--- src/sps_regs.svh ---
// sps_regs.svh: register offsets, field positions, reset values and mode codes for the stream port
// assumes: included by its bare name from the package and the design modules
`ifndef SPS_REGS_SVH
`define SPS_REGS_SVH
`define SPS_CTRL_OFFSET 12'h000
`define SPS_STAT_OFFSET 12'h004
`define SPS_CNT_OFFSET 12'h008
`define SPS_CTRL_MODE_LSB 0
`define SPS_CTRL_PACK_BIT 2
`define SPS_CTRL_SIDE_BIT 3
`define SPS_CTRL_RESET 32'h0000_000A
`define SPS_MODE_BOTH 2'h2
`define SPS_FIFO_DEPTH 4
`endif

--- src/sps_pkg.sv ---
// sps_pkg: types shared by the stream port slice and its fifo
// assumes: sps_regs.svh is on the include path
`include "sps_regs.svh"
package sps_pkg;
  typedef enum logic [1:0] {
    SPS_MODE_OFF = 2'h0,
    SPS_MODE_FWD = 2'h1,
    SPS_MODE_BOTH = 2'h2,
    SPS_MODE_REV = 2'h3
  } sps_mode_type;
  typedef struct packed {
    logic [31:0] data;
    logic [3:0] keep;
    logic [3:0] strb;
    logic [1:0] user;
    logic last;
    logic [4:0] id;
    logic [5:0] dest;
  } sps_beat_type;
  typedef struct packed {
    logic [31:0] awaddr;
    logic awvalid;
    logic [31:0] wdata;
    logic [3:0] wstrb;
    logic wvalid;
    logic bready;
    logic [31:0] araddr;
    logic arvalid;
    logic rready;
  } sps_axil_req_type;
  typedef struct packed {
    logic awready;
    logic wready;
    logic [1:0] bresp;
    logic bvalid;
    logic arready;
    logic [31:0] rdata;
    logic [1:0] rresp;
    logic rvalid;
  } sps_axil_rsp_type;
  typedef enum logic [2:0] {
    SPS_RD_IDLE = 3'b001,
    SPS_RD_RESP = 3'b010,
    SPS_RD_HOLD = 3'b100
  } sps_rd_state_type;
endpackage : sps_pkg

--- src/sps_slice.sv ---
// sps_slice: one-way stream port with selectable register mode and packing
// assumes: single clock; axi4-lite master holds each channel until taken
//
// Notes on behaviour
// data sign-extended to next whole byte
// each port carries one direction only
// default mode registers all handshake outputs
// forward mode registers data, valid only
// reverse mode registers only ready
// both mode registers data, valid, ready
// off mode passes everything combinationally; here beats still go through the fifo, one cycle accept to m_valid
// side channels registered exactly with data
// chained blocks need one registered side
// valid and ready always present
// optional side channels, sized widths
// no side channels: payload in data
// side channels kept separate beside data
// whole-stream packing merges all fields
// reset clears outputs, valid low
// transfer on valid and ready; hold
//
// The register offsets and the AXI4-Lite register port were chosen for this implementation.
`timescale 1ns/1ps
`include "sps_regs.svh"
module sps_slice #(
  parameter int IN_W = 12, // raw data width before byte extension
  parameter int DEPTH = `SPS_FIFO_DEPTH // fifo depth
) (
  input wire logic clk, // 200 MHz clock
  input wire logic rst_n, // async reset, active low
  input wire logic [IN_W-1:0] s_data, // upstream raw data
  input wire logic [3:0] s_keep, // upstream keep
  input wire logic [3:0] s_strb, // upstream strobe
  input wire logic [1:0] s_user, // upstream user
  input wire logic s_last, // upstream last
  input wire logic [4:0] s_id, // upstream id
  input wire logic [5:0] s_dest, // upstream dest
  input wire logic s_valid, // upstream valid
  output logic s_ready, // ready to upstream
  output logic [31:0] m_data, // downstream data (also driven in pack mode)
  output logic [3:0] m_keep, // downstream keep
  output logic [3:0] m_strb, // downstream strobe
  output logic [1:0] m_user, // downstream user
  output logic m_last, // downstream last
  output logic [4:0] m_id, // downstream id
  output logic [5:0] m_dest, // downstream dest
  output logic [53:0] m_wide, // whole-stream packed vector
  output logic m_valid, // downstream valid
  input wire logic m_ready, // downstream ready
  input wire sps_pkg::sps_axil_req_type axil_req, // axi4-lite request channels
  output sps_pkg::sps_axil_rsp_type axil_rsp // axi4-lite answer channels
);
  import sps_pkg::*;
  localparam int BYTE_W = ((IN_W + 7) / 8) * 8;
  localparam int BW = $bits(sps_beat_type);
  // register map, one aligned word each:
  //   ctrl 0x000: [1:0] mode (0 off, 1 fwd, 2 both, 3 rev), [2] pack all, [3] side channels
  //   stat 0x004: [0] out reg full, [1] s_ready, [2] m_valid, [7:3] fifo level
  //   cnt 0x008: beats delivered downstream
  //   any other word answers slverr with read data zero
  // accept to m_valid: one cycle in off and rev, two in fwd and both
  // control register
  logic [31:0] ctrl_q;
  sps_mode_type mode;
  logic pack_all;
  logic side_en;
  assign mode = sps_mode_type'(ctrl_q[`SPS_CTRL_MODE_LSB +: 2]);
  assign pack_all = ctrl_q[`SPS_CTRL_PACK_BIT];
  assign side_en = ctrl_q[`SPS_CTRL_SIDE_BIT];
  // input beat: sign extension and side channel gating
  sps_beat_type in_beat;
  logic [BYTE_W-1:0] ext_data;
  assign ext_data = {{(BYTE_W - IN_W){s_data[IN_W-1]}}, s_data};
  always_comb begin
    in_beat = '0;
    in_beat.data = 32'(signed'(ext_data));
    if (side_en) begin
      in_beat.keep = s_keep;
      in_beat.strb = s_strb;
      in_beat.user = s_user;
      in_beat.last = s_last;
      in_beat.id = s_id;
      in_beat.dest = s_dest;
    end
  end
  // fifo in the data path, feeding the register stage
  logic [BW-1:0] f_data;
  logic f_valid;
  logic f_take;
  logic [$clog2(DEPTH+1)-1:0] f_level;
  logic f_in_valid;
  logic f_in_ready;
  sps_fifo #(.WIDTH(BW), .DEPTH(DEPTH)) u_fifo (
    .clk(clk),
    .rst_n(rst_n),
    .in_data(in_beat),
    .in_valid(f_in_valid),
    .in_ready(f_in_ready),
    .out_data(f_data),
    .out_valid(f_valid),
    .out_ready(f_take),
    .level(f_level)
  );
  // reverse register: ready to upstream is a flop of fifo space
  logic rdy_q;
  logic reg_rdy;
  assign reg_rdy = (mode == SPS_MODE_REV) || (mode == SPS_MODE_BOTH);
  always_ff @(posedge clk or negedge rst_n) begin
    if (!rst_n) begin
      rdy_q <= 1'b0;
    end else begin
      // at least two free slots so an accept under stale ready never overflows
      rdy_q <= (f_level < ($clog2(DEPTH+1))'(DEPTH - 1));
    end
  end
  assign s_ready = reg_rdy ? rdy_q : f_in_ready;
  assign f_in_valid = s_valid && s_ready;
  // forward register: data, side channels and valid flopped together
  logic reg_fwd;
  sps_beat_type out_q;
  logic vld_q;
  assign reg_fwd = (mode == SPS_MODE_FWD) || (mode == SPS_MODE_BOTH);
  assign f_take = reg_fwd ? (!vld_q || m_ready) : m_ready;
  always_ff @(posedge clk or negedge rst_n) begin
    if (!rst_n) begin
      vld_q <= 1'b0;
    end else if (!reg_fwd) begin
      vld_q <= 1'b0;
    end else if (!vld_q || m_ready) begin
      vld_q <= f_valid;
    end
  end
  always_ff @(posedge clk or negedge rst_n) begin
    if (!rst_n) begin
      out_q <= '0;
    end else if (reg_fwd && (!vld_q || m_ready) && f_valid) begin
      out_q <= f_data;
    end
  end
  // output selection: registered or straight from the fifo head
  sps_beat_type out_beat;
  assign out_beat = reg_fwd ? out_q : sps_beat_type'(f_data);
  assign m_valid = reg_fwd ? vld_q : f_valid;
  always_comb begin
    m_data = out_beat.data;
    m_keep = out_beat.keep;
    m_strb = out_beat.strb;
    m_user = out_beat.user;
    m_last = out_beat.last;
    m_id = out_beat.id;
    m_dest = out_beat.dest;
    m_wide = '0;
    if (pack_all) begin
      m_wide = out_beat;
      m_keep = '0;
      m_strb = '0;
      m_user = '0;
      m_last = 1'b0;
      m_id = '0;
      m_dest = '0;
    end
  end
  // beat counter, read back over the bus
  logic [31:0] beats_q;
  always_ff @(posedge clk or negedge rst_n) begin
    if (!rst_n) begin
      beats_q <= '0;
    end else if (m_valid && m_ready) begin
      beats_q <= beats_q + 32'h0000_0001;
    end
  end
  // axi4-lite write: address and data taken in either order
  logic aw_hold_q;
  logic w_hold_q;
  logic [11:0] awaddr_q;
  logic [31:0] wdata_q;
  logic [3:0] wstrb_q;
  logic bvalid_q;
  logic [1:0] bresp_q;
  logic aw_take;
  logic w_take;
  logic wr_go;
  logic [11:0] wa;
  logic [31:0] wd;
  logic [3:0] ws;
  assign aw_take = axil_req.awvalid && !aw_hold_q && !bvalid_q;
  assign w_take = axil_req.wvalid && !w_hold_q && !bvalid_q;
  assign wr_go = (aw_hold_q || aw_take) && (w_hold_q || w_take);
  assign wa = aw_hold_q ? awaddr_q : axil_req.awaddr[11:0];
  assign wd = w_hold_q ? wdata_q : axil_req.wdata;
  assign ws = w_hold_q ? wstrb_q : axil_req.wstrb;
  always_ff @(posedge clk or negedge rst_n) begin
    if (!rst_n) begin
      aw_hold_q <= 1'b0;
      w_hold_q <= 1'b0;
      awaddr_q <= '0;
      wdata_q <= '0;
      wstrb_q <= '0;
    end else if (wr_go) begin
      aw_hold_q <= 1'b0;
      w_hold_q <= 1'b0;
    end else begin
      if (aw_take) begin
        aw_hold_q <= 1'b1;
        awaddr_q <= axil_req.awaddr[11:0];
      end
      if (w_take) begin
        w_hold_q <= 1'b1;
        wdata_q <= axil_req.wdata;
        wstrb_q <= axil_req.wstrb;
      end
    end
  end
  always_ff @(posedge clk or negedge rst_n) begin
    if (!rst_n) begin
      bvalid_q <= 1'b0;
      bresp_q <= 2'h0;
    end else if (wr_go) begin
      bvalid_q <= 1'b1;
      bresp_q <= ({wa[11:2], 2'h0} == `SPS_CTRL_OFFSET) ? 2'h0 : 2'h2;
    end else if (axil_req.bready) begin
      bvalid_q <= 1'b0;
    end
  end
  // a control write waits until nothing is in flight: switching the output
  // stage under a stalled beat would drop it or move its side channels
  logic wr_ctrl;
  logic pipe_idle;
  logic ctrl_pend_q;
  logic [3:0] ctrl_new_q;
  assign wr_ctrl = ({wa[11:2], 2'h0} == `SPS_CTRL_OFFSET);
  assign pipe_idle = !f_valid && !vld_q;
  always_ff @(posedge clk or negedge rst_n) begin
    if (!rst_n) begin
      ctrl_pend_q <= 1'b0;
      ctrl_new_q <= 4'h0;
    end else if (wr_go && wr_ctrl && ws[0]) begin
      ctrl_pend_q <= 1'b1;
      ctrl_new_q <= wd[3:0];
    end else if (pipe_idle) begin
      ctrl_pend_q <= 1'b0;
    end
  end
  // limitation: a stream that never drains keeps the new mode pending
  always_ff @(posedge clk or negedge rst_n) begin
    if (!rst_n) begin
      ctrl_q <= `SPS_CTRL_RESET;
    end else if (ctrl_pend_q && pipe_idle) begin
      ctrl_q <= {28'h0, ctrl_new_q};
    end
  end
  // axi4-lite read
  sps_rd_state_type rd_q;
  logic [31:0] rdata_q;
  logic [1:0] rresp_q;
  logic [11:0] ra;
  assign ra = {axil_req.araddr[11:2], 2'h0};
  always_ff @(posedge clk or negedge rst_n) begin
    if (!rst_n) begin
      rd_q <= SPS_RD_IDLE;
      rdata_q <= '0;
      rresp_q <= 2'h0;
    end else begin
      case (rd_q)
        SPS_RD_IDLE: begin
          if (axil_req.arvalid) begin
            rd_q <= SPS_RD_RESP;
            rresp_q <= 2'h0;
            case (ra)
              `SPS_CTRL_OFFSET: rdata_q <= ctrl_q;
              `SPS_STAT_OFFSET: rdata_q <= {24'h0, 5'(f_level), m_valid, s_ready, vld_q};
              `SPS_CNT_OFFSET: rdata_q <= beats_q;
              default: begin
                rdata_q <= '0;
                rresp_q <= 2'h2;
              end
            endcase
          end
        end
        SPS_RD_RESP: begin
          if (axil_req.rready) begin
            rd_q <= SPS_RD_IDLE;
          end
        end
        default: begin
          rd_q <= SPS_RD_IDLE;
        end
      endcase
    end
  end
  always_comb begin
    axil_rsp = '0;
    axil_rsp.awready = !aw_hold_q && !bvalid_q;
    axil_rsp.wready = !w_hold_q && !bvalid_q;
    axil_rsp.bvalid = bvalid_q;
    axil_rsp.bresp = bresp_q;
    axil_rsp.arready = (rd_q == SPS_RD_IDLE);
    axil_rsp.rvalid = (rd_q == SPS_RD_RESP);
    axil_rsp.rdata = rdata_q;
    axil_rsp.rresp = rresp_q;
  end
endmodule : sps_slice

--- src/sps_fifo.sv ---
// sps_fifo: small flip-flop fifo with valid/ready on both sides
// assumes: one clock, asynchronous active-low reset
`timescale 1ns/1ps
module sps_fifo #(
  parameter int WIDTH = 54,
  parameter int DEPTH = 4
) (
  input wire logic clk, // clock
  input wire logic rst_n, // async reset, active low
  input wire logic [WIDTH-1:0] in_data, // write data
  input wire logic in_valid, // write valid
  output logic in_ready, // not full
  output logic [WIDTH-1:0] out_data, // head entry
  output logic out_valid, // not empty
  input wire logic out_ready, // reader takes head
  output logic [$clog2(DEPTH+1)-1:0] level // entries held
);
  import sps_pkg::*;
  localparam int AW = (DEPTH > 1) ? $clog2(DEPTH) : 1;
  logic [WIDTH-1:0] mem_q [DEPTH];
  logic [AW-1:0] wp_q;
  logic [AW-1:0] rp_q;
  logic [$clog2(DEPTH+1)-1:0] cnt_q;
  logic push;
  logic pop;
  assign in_ready = (cnt_q != DEPTH[$clog2(DEPTH+1)-1:0]);
  assign out_valid = (cnt_q != '0);
  assign push = in_valid && in_ready;
  assign pop = out_valid && out_ready;
  assign out_data = mem_q[rp_q];
  assign level = cnt_q;
  genvar g;
  generate
    for (g = 0; g < DEPTH; g++) begin : g_ent
      always_ff @(posedge clk or negedge rst_n) begin
        if (!rst_n) begin
          mem_q[g] <= '0;
        end else if (push && wp_q == AW'(g)) begin
          mem_q[g] <= in_data;
        end
      end
    end
  endgenerate
  always_ff @(posedge clk or negedge rst_n) begin
    if (!rst_n) begin
      wp_q <= '0;
      rp_q <= '0;
    end else begin
      if (push) begin
        wp_q <= (wp_q == AW'(DEPTH - 1)) ? '0 : wp_q + 1'b1;
      end
      if (pop) begin
        rp_q <= (rp_q == AW'(DEPTH - 1)) ? '0 : rp_q + 1'b1;
      end
    end
  end
  always_ff @(posedge clk or negedge rst_n) begin
    if (!rst_n) begin
      cnt_q <= '0;
    end else if (push && !pop) begin
      cnt_q <= cnt_q + 1'b1;
    end else if (pop && !push) begin
      cnt_q <= cnt_q - 1'b1;
    end
  end
endmodule : sps_fifo

--- config.mk ---
export PLATFORM = sky130hd
export DESIGN_NAME = sps_slice
export DESIGN_NICKNAME = d
export VERILOG_FILES = /design/src/sps_pkg.sv /design/src/sps_slice.sv /design/src/sps_fifo.sv
export VERILOG_INCLUDE_DIRS = /design/src
export SDC_FILE = /design/constraint.sdc
export NUM_CORES = 1
export LEC_CHECK = 0
export ABC_CLOCK_PERIOD_IN_PS = 3900
export BUFFER_PORTS_ARGS = -buffer_cell sky130_fd_sc_hd__buf_2
export CORE_AREA = 5 5 189 136
export DETAILED_ROUTE_END_ITERATION = 6
export DIE_AREA = 0 0 194 141
export PLACE_DENSITY = 0.9
export SLEW_MARGIN = 20
export SYNTH_ARGS = -nofsm -noshare
export SYNTH_HDL_FRONTEND = slang
export SYNTH_SLANG_ARGS = --single-unit
--- constraint.sdc ---
create_clock -name clk -period 3.9 [get_ports clk]
set_input_delay 1.17 -clock clk [delete_from_list [all_inputs] [get_ports clk]]
set_output_delay 1.17 -clock clk [all_outputs]
set_load 0.01 [all_outputs]
Word level (Yosys, flattened, before mapping):

Cells that the tools add are included.

* flip-flop bits (word level): 299
* bits in latches: 0
* RAM bits: 0
* memory bits (read-only): 0
* input bits: 143
* output and inout bits: 151
* logic and storage cells: 141
* memories: 0

* $add $sub $neg: 5
* multipliers: 0
* divide/modulo/power cells: 0
* magnitude comparators: 2
* equal/unequal tests: 15
* shifts and indexed selects: 0
* muxes and demuxes: 38
* bitwise operators: 2
* reduce and logical (&&, ||, !) cells: 49

Operator list (number)
* $mux 54: 4
* $bmux 54 s2: 1
* $pmux 32 s3: 1
* $add 32x1->32 const B: 1
* $logic_and 1x1->1: 23
* $mux 22: 1
* $mux 1: 15
* $logic_not 12->1: 1
* $mux 12: 1
* $mux 3: 4
* $mux 4: 3
* $eq 10x1->1 const B: 1
* $eq 10x2->1 const B: 1
* $eq 2x2->1 const B: 5
* $logic_not 10->1: 1
* $mux 2: 5
* $reduce_bool 2->1: 5
* $reduce_and 2->1: 4
* $logic_not 1->1: 7
* $mux 6: 1
* $pmux 3 s2: 1
* $logic_or 1x1->1: 5
* $mux 5: 1
* $add 2x1->2 const B: 2
* 15 further kinds: 17

Logic depth before layout (Yosys ltp):

* depth after elaboration: 9
* mapped depth: 11
* gate-level depth less buffers: 10

Hierarchy:

Synthesis repeated with hierarchy kept, for this count alone.

* cell total of the unflattened synthesis: 1197
* area total of the unflattened synthesis: 17235.3 um2

Modules (own cells, without submodules)
* sps_fifo: instances 1, cells an instance 559, area an instance 9833.2 um2
* sps_slice: instances 1, cells an instance 638, area an instance 7402.1 um2

Least setup slack after synthesis:

Ideal clock, no wire load.

* path type: register -> output
* start: reg ctrl_q[0]
* end: out m_wide[34]
* data arrival time: 2.550 ns
* path slack: 0.180 ns
* stages on the path, launching flop included: 8
* path through: dfrtp_1 inv_1 ha_1 buf_2 buf_1 mux2_2 and2_1 buf_4

* longest elaborated chain between the ends: 4
* elaborated cells between the ends (all ways): 5
* classes of those cells: eq/ne (2); mux (2); reduce/logical (1)

Ends and longest elaborated chain
* start, declared: line sps_slice.sv:63 `logic [31:0] ctrl_q;`
* start signal, assigned: line sps_slice.sv:247 `` ctrl_q <= `SPS_CTRL_RESET; ``
* start signal, assigned: line sps_slice.sv:249 `ctrl_q <= {28'h0, ctrl_new_q};`
* $eq 2x1->1 or $eq 2x2->1 (tied branches): line sps_slice.sv:122 `assign reg_fwd = (mode == SPS_MODE_FWD) || (mode == SPS_MODE_BOTH);`
* $logic_or 1x1->1 *: line sps_slice.sv:122
* $mux 54 *: line sps_slice.sv:142 `assign out_beat = reg_fwd ? out_q : sps_beat_type'(f_data);`
* $mux 54 *: line sps_slice.sv:153 `if (pack_all) begin`
* end, declared: line sps_slice.sv:47 `output logic [53:0] m_wide,`

Mark *: on every way between the ends. The rest lies on a longest branch, timed or not.

Worst setup path in the final report:

* start: reg u_fifo.rp_q[0]
* end: out m_wide[16]

* longest elaborated chain between the ends: 6

Ends and longest elaborated chain
* start, declared: line sps_fifo.sv:22 `logic [AW-1:0] rp_q;`
* start signal, assigned: line sps_fifo.sv:53 `rp_q <= (rp_q == AW'(DEPTH - 1)) ? '0 : rp_q + 1'b1;`
* $not 2->3 (implied by the code): line sps_fifo.sv:30 `assign out_data = mem_q[rp_q];`
* $bmux 54 s2: line sps_fifo.sv:30
* $mux 54 (implied by the code) (2 in series): line sps_fifo.sv:30
* $mux 54: line sps_slice.sv:142
* $mux 54: line sps_slice.sv:153

Every way passes these cells. The select of a mux whose other input is x is not followed.

==> run metrics <==
status=finished clean; mux cell area share after synthesis=0.192; FP Rows=48; post-synth top area share=0.538; Leakage Power=0.00715 µW; Root Buffer=clkbuf_16; Iter 0 DRT Violations=458; total power=8830 µW; initial antenna violation count=1; Main synth FF type=dfrtp_1; Die Y=141 µm; worst path required time=2.73 ns; Initial Utilization=0.526; CP max-delay cell=mux4_2; Post-Layout Cell Count=1548; min cycle time layout=3.71 ns; placer congestion estimate=0.820; VDD IR-drop max=0.359 mV; full die area=27400 µm²; drt pass-1 iters=5; Post-Synth Adder-Cell Area=0.0105; clock skew=0.0199 ns; setup slack, reg-to-reg=0.90 ns; unrepaired setup endpoints after global routing=false; share of cells above drive strength 1=0.369; worst-margin pin slew=0.742 ns; H-Tree Depth=1; Nets=1356; Avg Vias per Cell=5.57; Post-DP Area=13600 µm²; CTS Buf Count=27; Tot GR Track Use=0.207; CP Cell Sequence=buf_4 > mux4_2 > mux2i_1 > nor2b_1 > buf_2; FFs w/ async S/R, synth=1.00; Max Fclk=270 MHz; CTS clk-pin slew, worst paths=0.06 ns; compound-cell area share of the yosys netlist=0.0679; via count=8625; synthesized cell area=12600 µm²; first-pass GRT wire length=47100 µm; chip width=194 µm; antenna viol nets, final=0; Synth Area in Simple Gates=0.107; number of I/O port buffers=216; Area contributors post-synth=dfrtp_1 (54%), mux2_2 (11%), mux4_2 (6.1%), nand2_1 (4.2%), o21ai_0 (3.9%); Max-slew headroom=0.502; largest net degree at the start of global routing=93; worst min path class=flip-flop to flip-flop; Yosys cell types=50; routed len/inst=18.4 µm; Seq/Total Area, Yosys=0.545; arrival time worst endpoint=2.54 ns; area of the core=24000 µm²; worst skew pair latency=0.53 ns; final period utilization=0.950; I/O pin count=294; critical path launch point type=flip-flop; max cap viols=0; combinational family with the most area after synthesis=multiplexers; setup TNS=0 ns; critical path class=flip-flop to output pin; Power Dens Cells=606 nW/µm²; number of global-route vias before repair=9083; drt drc=0; CTS max path bufs=3; dpl cells=1499; CTS tree=yes; dpl hpwl=18800 µm; Final Hold Fails=0; final WL=28500 µm; syn_area_per_cell=12.1 µm²; setup violators final=0; xor/xnor share of the synthesized area=0.0236; hold_ws=0.476 ns; design area=14600 µm²; max incr delay on CP=0.58 ns; CTS Sinks=274; Yosys reg bits=274; total grt overflow=0; number of synthesized flops with an enable pin=0; Post-Synthesis Cells=1039; Syn. warnings=0; Synth area leader=dfrtp_1; Area Overhead vs Synth=15.6%; max-slew violations=0; crit-path max FO=25; Critical Path Sink Type=output pin
## cells by family after synthesis
kind of cell,count (synthesis)
buffers and inverters,111
adder cells (fa/ha/maj),10
AO/OA/AOI/OAI,145
AND/OR/NAND/NOR,280
other,1
multiplexers,184
XOR/XNOR,34
flip-flops,274
## synth_stat cells (2+ instances only)
library cell / count
inv_1: 11
dfstp_2: 3
nand2_2: 2
and4_1: 2
clkbuf_1: 19
a21o_1: 4
and3_1: 3
mux2_1: 6
nor3_1: 10
a22o_1: 26
nor4_1: 5
mux2_2: 118
nand2b_1: 2
nand3_1: 15
buf_4: 58
a22oi_1: 2
dfrtp_1: 271
o21ai_0: 98
nand3b_1: 3
nand4_1: 7
nor4_4: 2
and2_1: 13
mux4_2: 34
xnor2_1: 25
nor2b_1: 27
buf_1: 2
a21oi_1: 8
buf_6: 3
ha_1: 9
buf_2: 18
nor3b_2: 2
nor2_1: 39
xor2_1: 9
nand2_1: 141
o21ai_1: 2
mux2i_1: 26
## cell usage in the layout, fill, tap and decap left out, types with 3 or more instances in the layout
master and count:
xnor2_1 25, clkbuf_8 7, buf_2 215, a21oi_1 8, nand3_1 15, buf_4 16, mux2i_1 26, mux2_2 118
nand4_1 7, nor2_1 39, clkinv_2 4, nand2_1 137, bufinv_16 3, dfstp_2 3, clkbuf_1 5, a22o_1 26
and3_1 3, nand3b_1 3, nor2b_1 27, and2_1 12, clkbuf_16 27, nor3_1 10, inv_1 11, nor4_1 5
ha_1 8, a21o_1 4, nand2_2 6, dfrtp_1 268, o21ai_0 98, dfrtp_2 3, xor2_1 9, mux4_2 34
mux2_1 6
## critical path, delay by kind of cell, from the launching register on
family	cells	cell delay (ns)
mux	2	0.91
flops	1	0.39
buf+inv	2	0.59
simple gates	1	0.09
## path summary, 6_finish.rpt
| kind | start | to | cells past startpoint |
|---|---|---|---|
| worst max-delay path | u_fifo.rp_q[0] | m_wide[16] | 5 |
| worst min-delay path | u_fifo.mem_q[12] | u_fifo.mem_q[12] | 2 |
| worst max register to register | ctrl_q[0] | u_fifo.level[2] | 11 |
| worst min register to register | u_fifo.mem_q[12] | u_fifo.mem_q[12] | 2 |
| max in group asynchronous | rst_n | u_fifo.mem_q[180] | 2 |
| min in group asynchronous | rst_n | rdata_q[27] | 1 |
## metrics by stage
step	worst slack, ns	util
final	0.194	0.608
after global routing	0.0423	0.608
after detailed placement	0.729	0.569
after CTS	0.156	0.607
after global placement	0.796	0.569
after floorplan	0.180	-
## sequential cells by signal, indices dropped and copies added (netlist names), 2 cells and up
signal / cells
awaddr_q: 10
beats_q: 32
ctrl_new_q: 4
ctrl_q: 4
out_q: 34
rd_q: 2
rdata_q: 32
u_fifo.level: 3
u_fifo.mem_q: 136
u_fifo.rp_q: 2
u_fifo.wp_q: 2
wdata_q: 4
## timing repair
item                                    4_1_cts  5_1_grt
setup buffers                                 0        0
hold buffers                                  0        0
endpoints found under the setup margin        0       21
gates resized for setup                       0        1
## layer usage
metal | global-route usage | part of all wire
met3 | 0.0392 | 0.064
met1 | 0.288 | 0.43
met4 | 0.0581 | 0.023
met2 | 0.339 | 0.48
met5 | 0 | 0
## report_power, final
| part | internal (µW) | total [µW] | switching (µW) |
|---|---|---|---|
| Sequential | 3320 | 3670 | 348 |
| Clock | 1600 | 2670 | 1070 |
| Combinational | 1200 | 2490 | 1290 |
| Total | 6120 | 8830 | 2710 |
## area by class of cell
class,instances,area (µm²)
inverters,11,41.3
clock inverters,9,128
fillers,1819,9400
repair buffers,234,1250
well taps,325,407
diodes,1,2.50
clock buffers,39,791
multi-input cells,655,5080
flip-flops and latches,274,6860
Note: power is estimated with default switching activity, not from simulation.
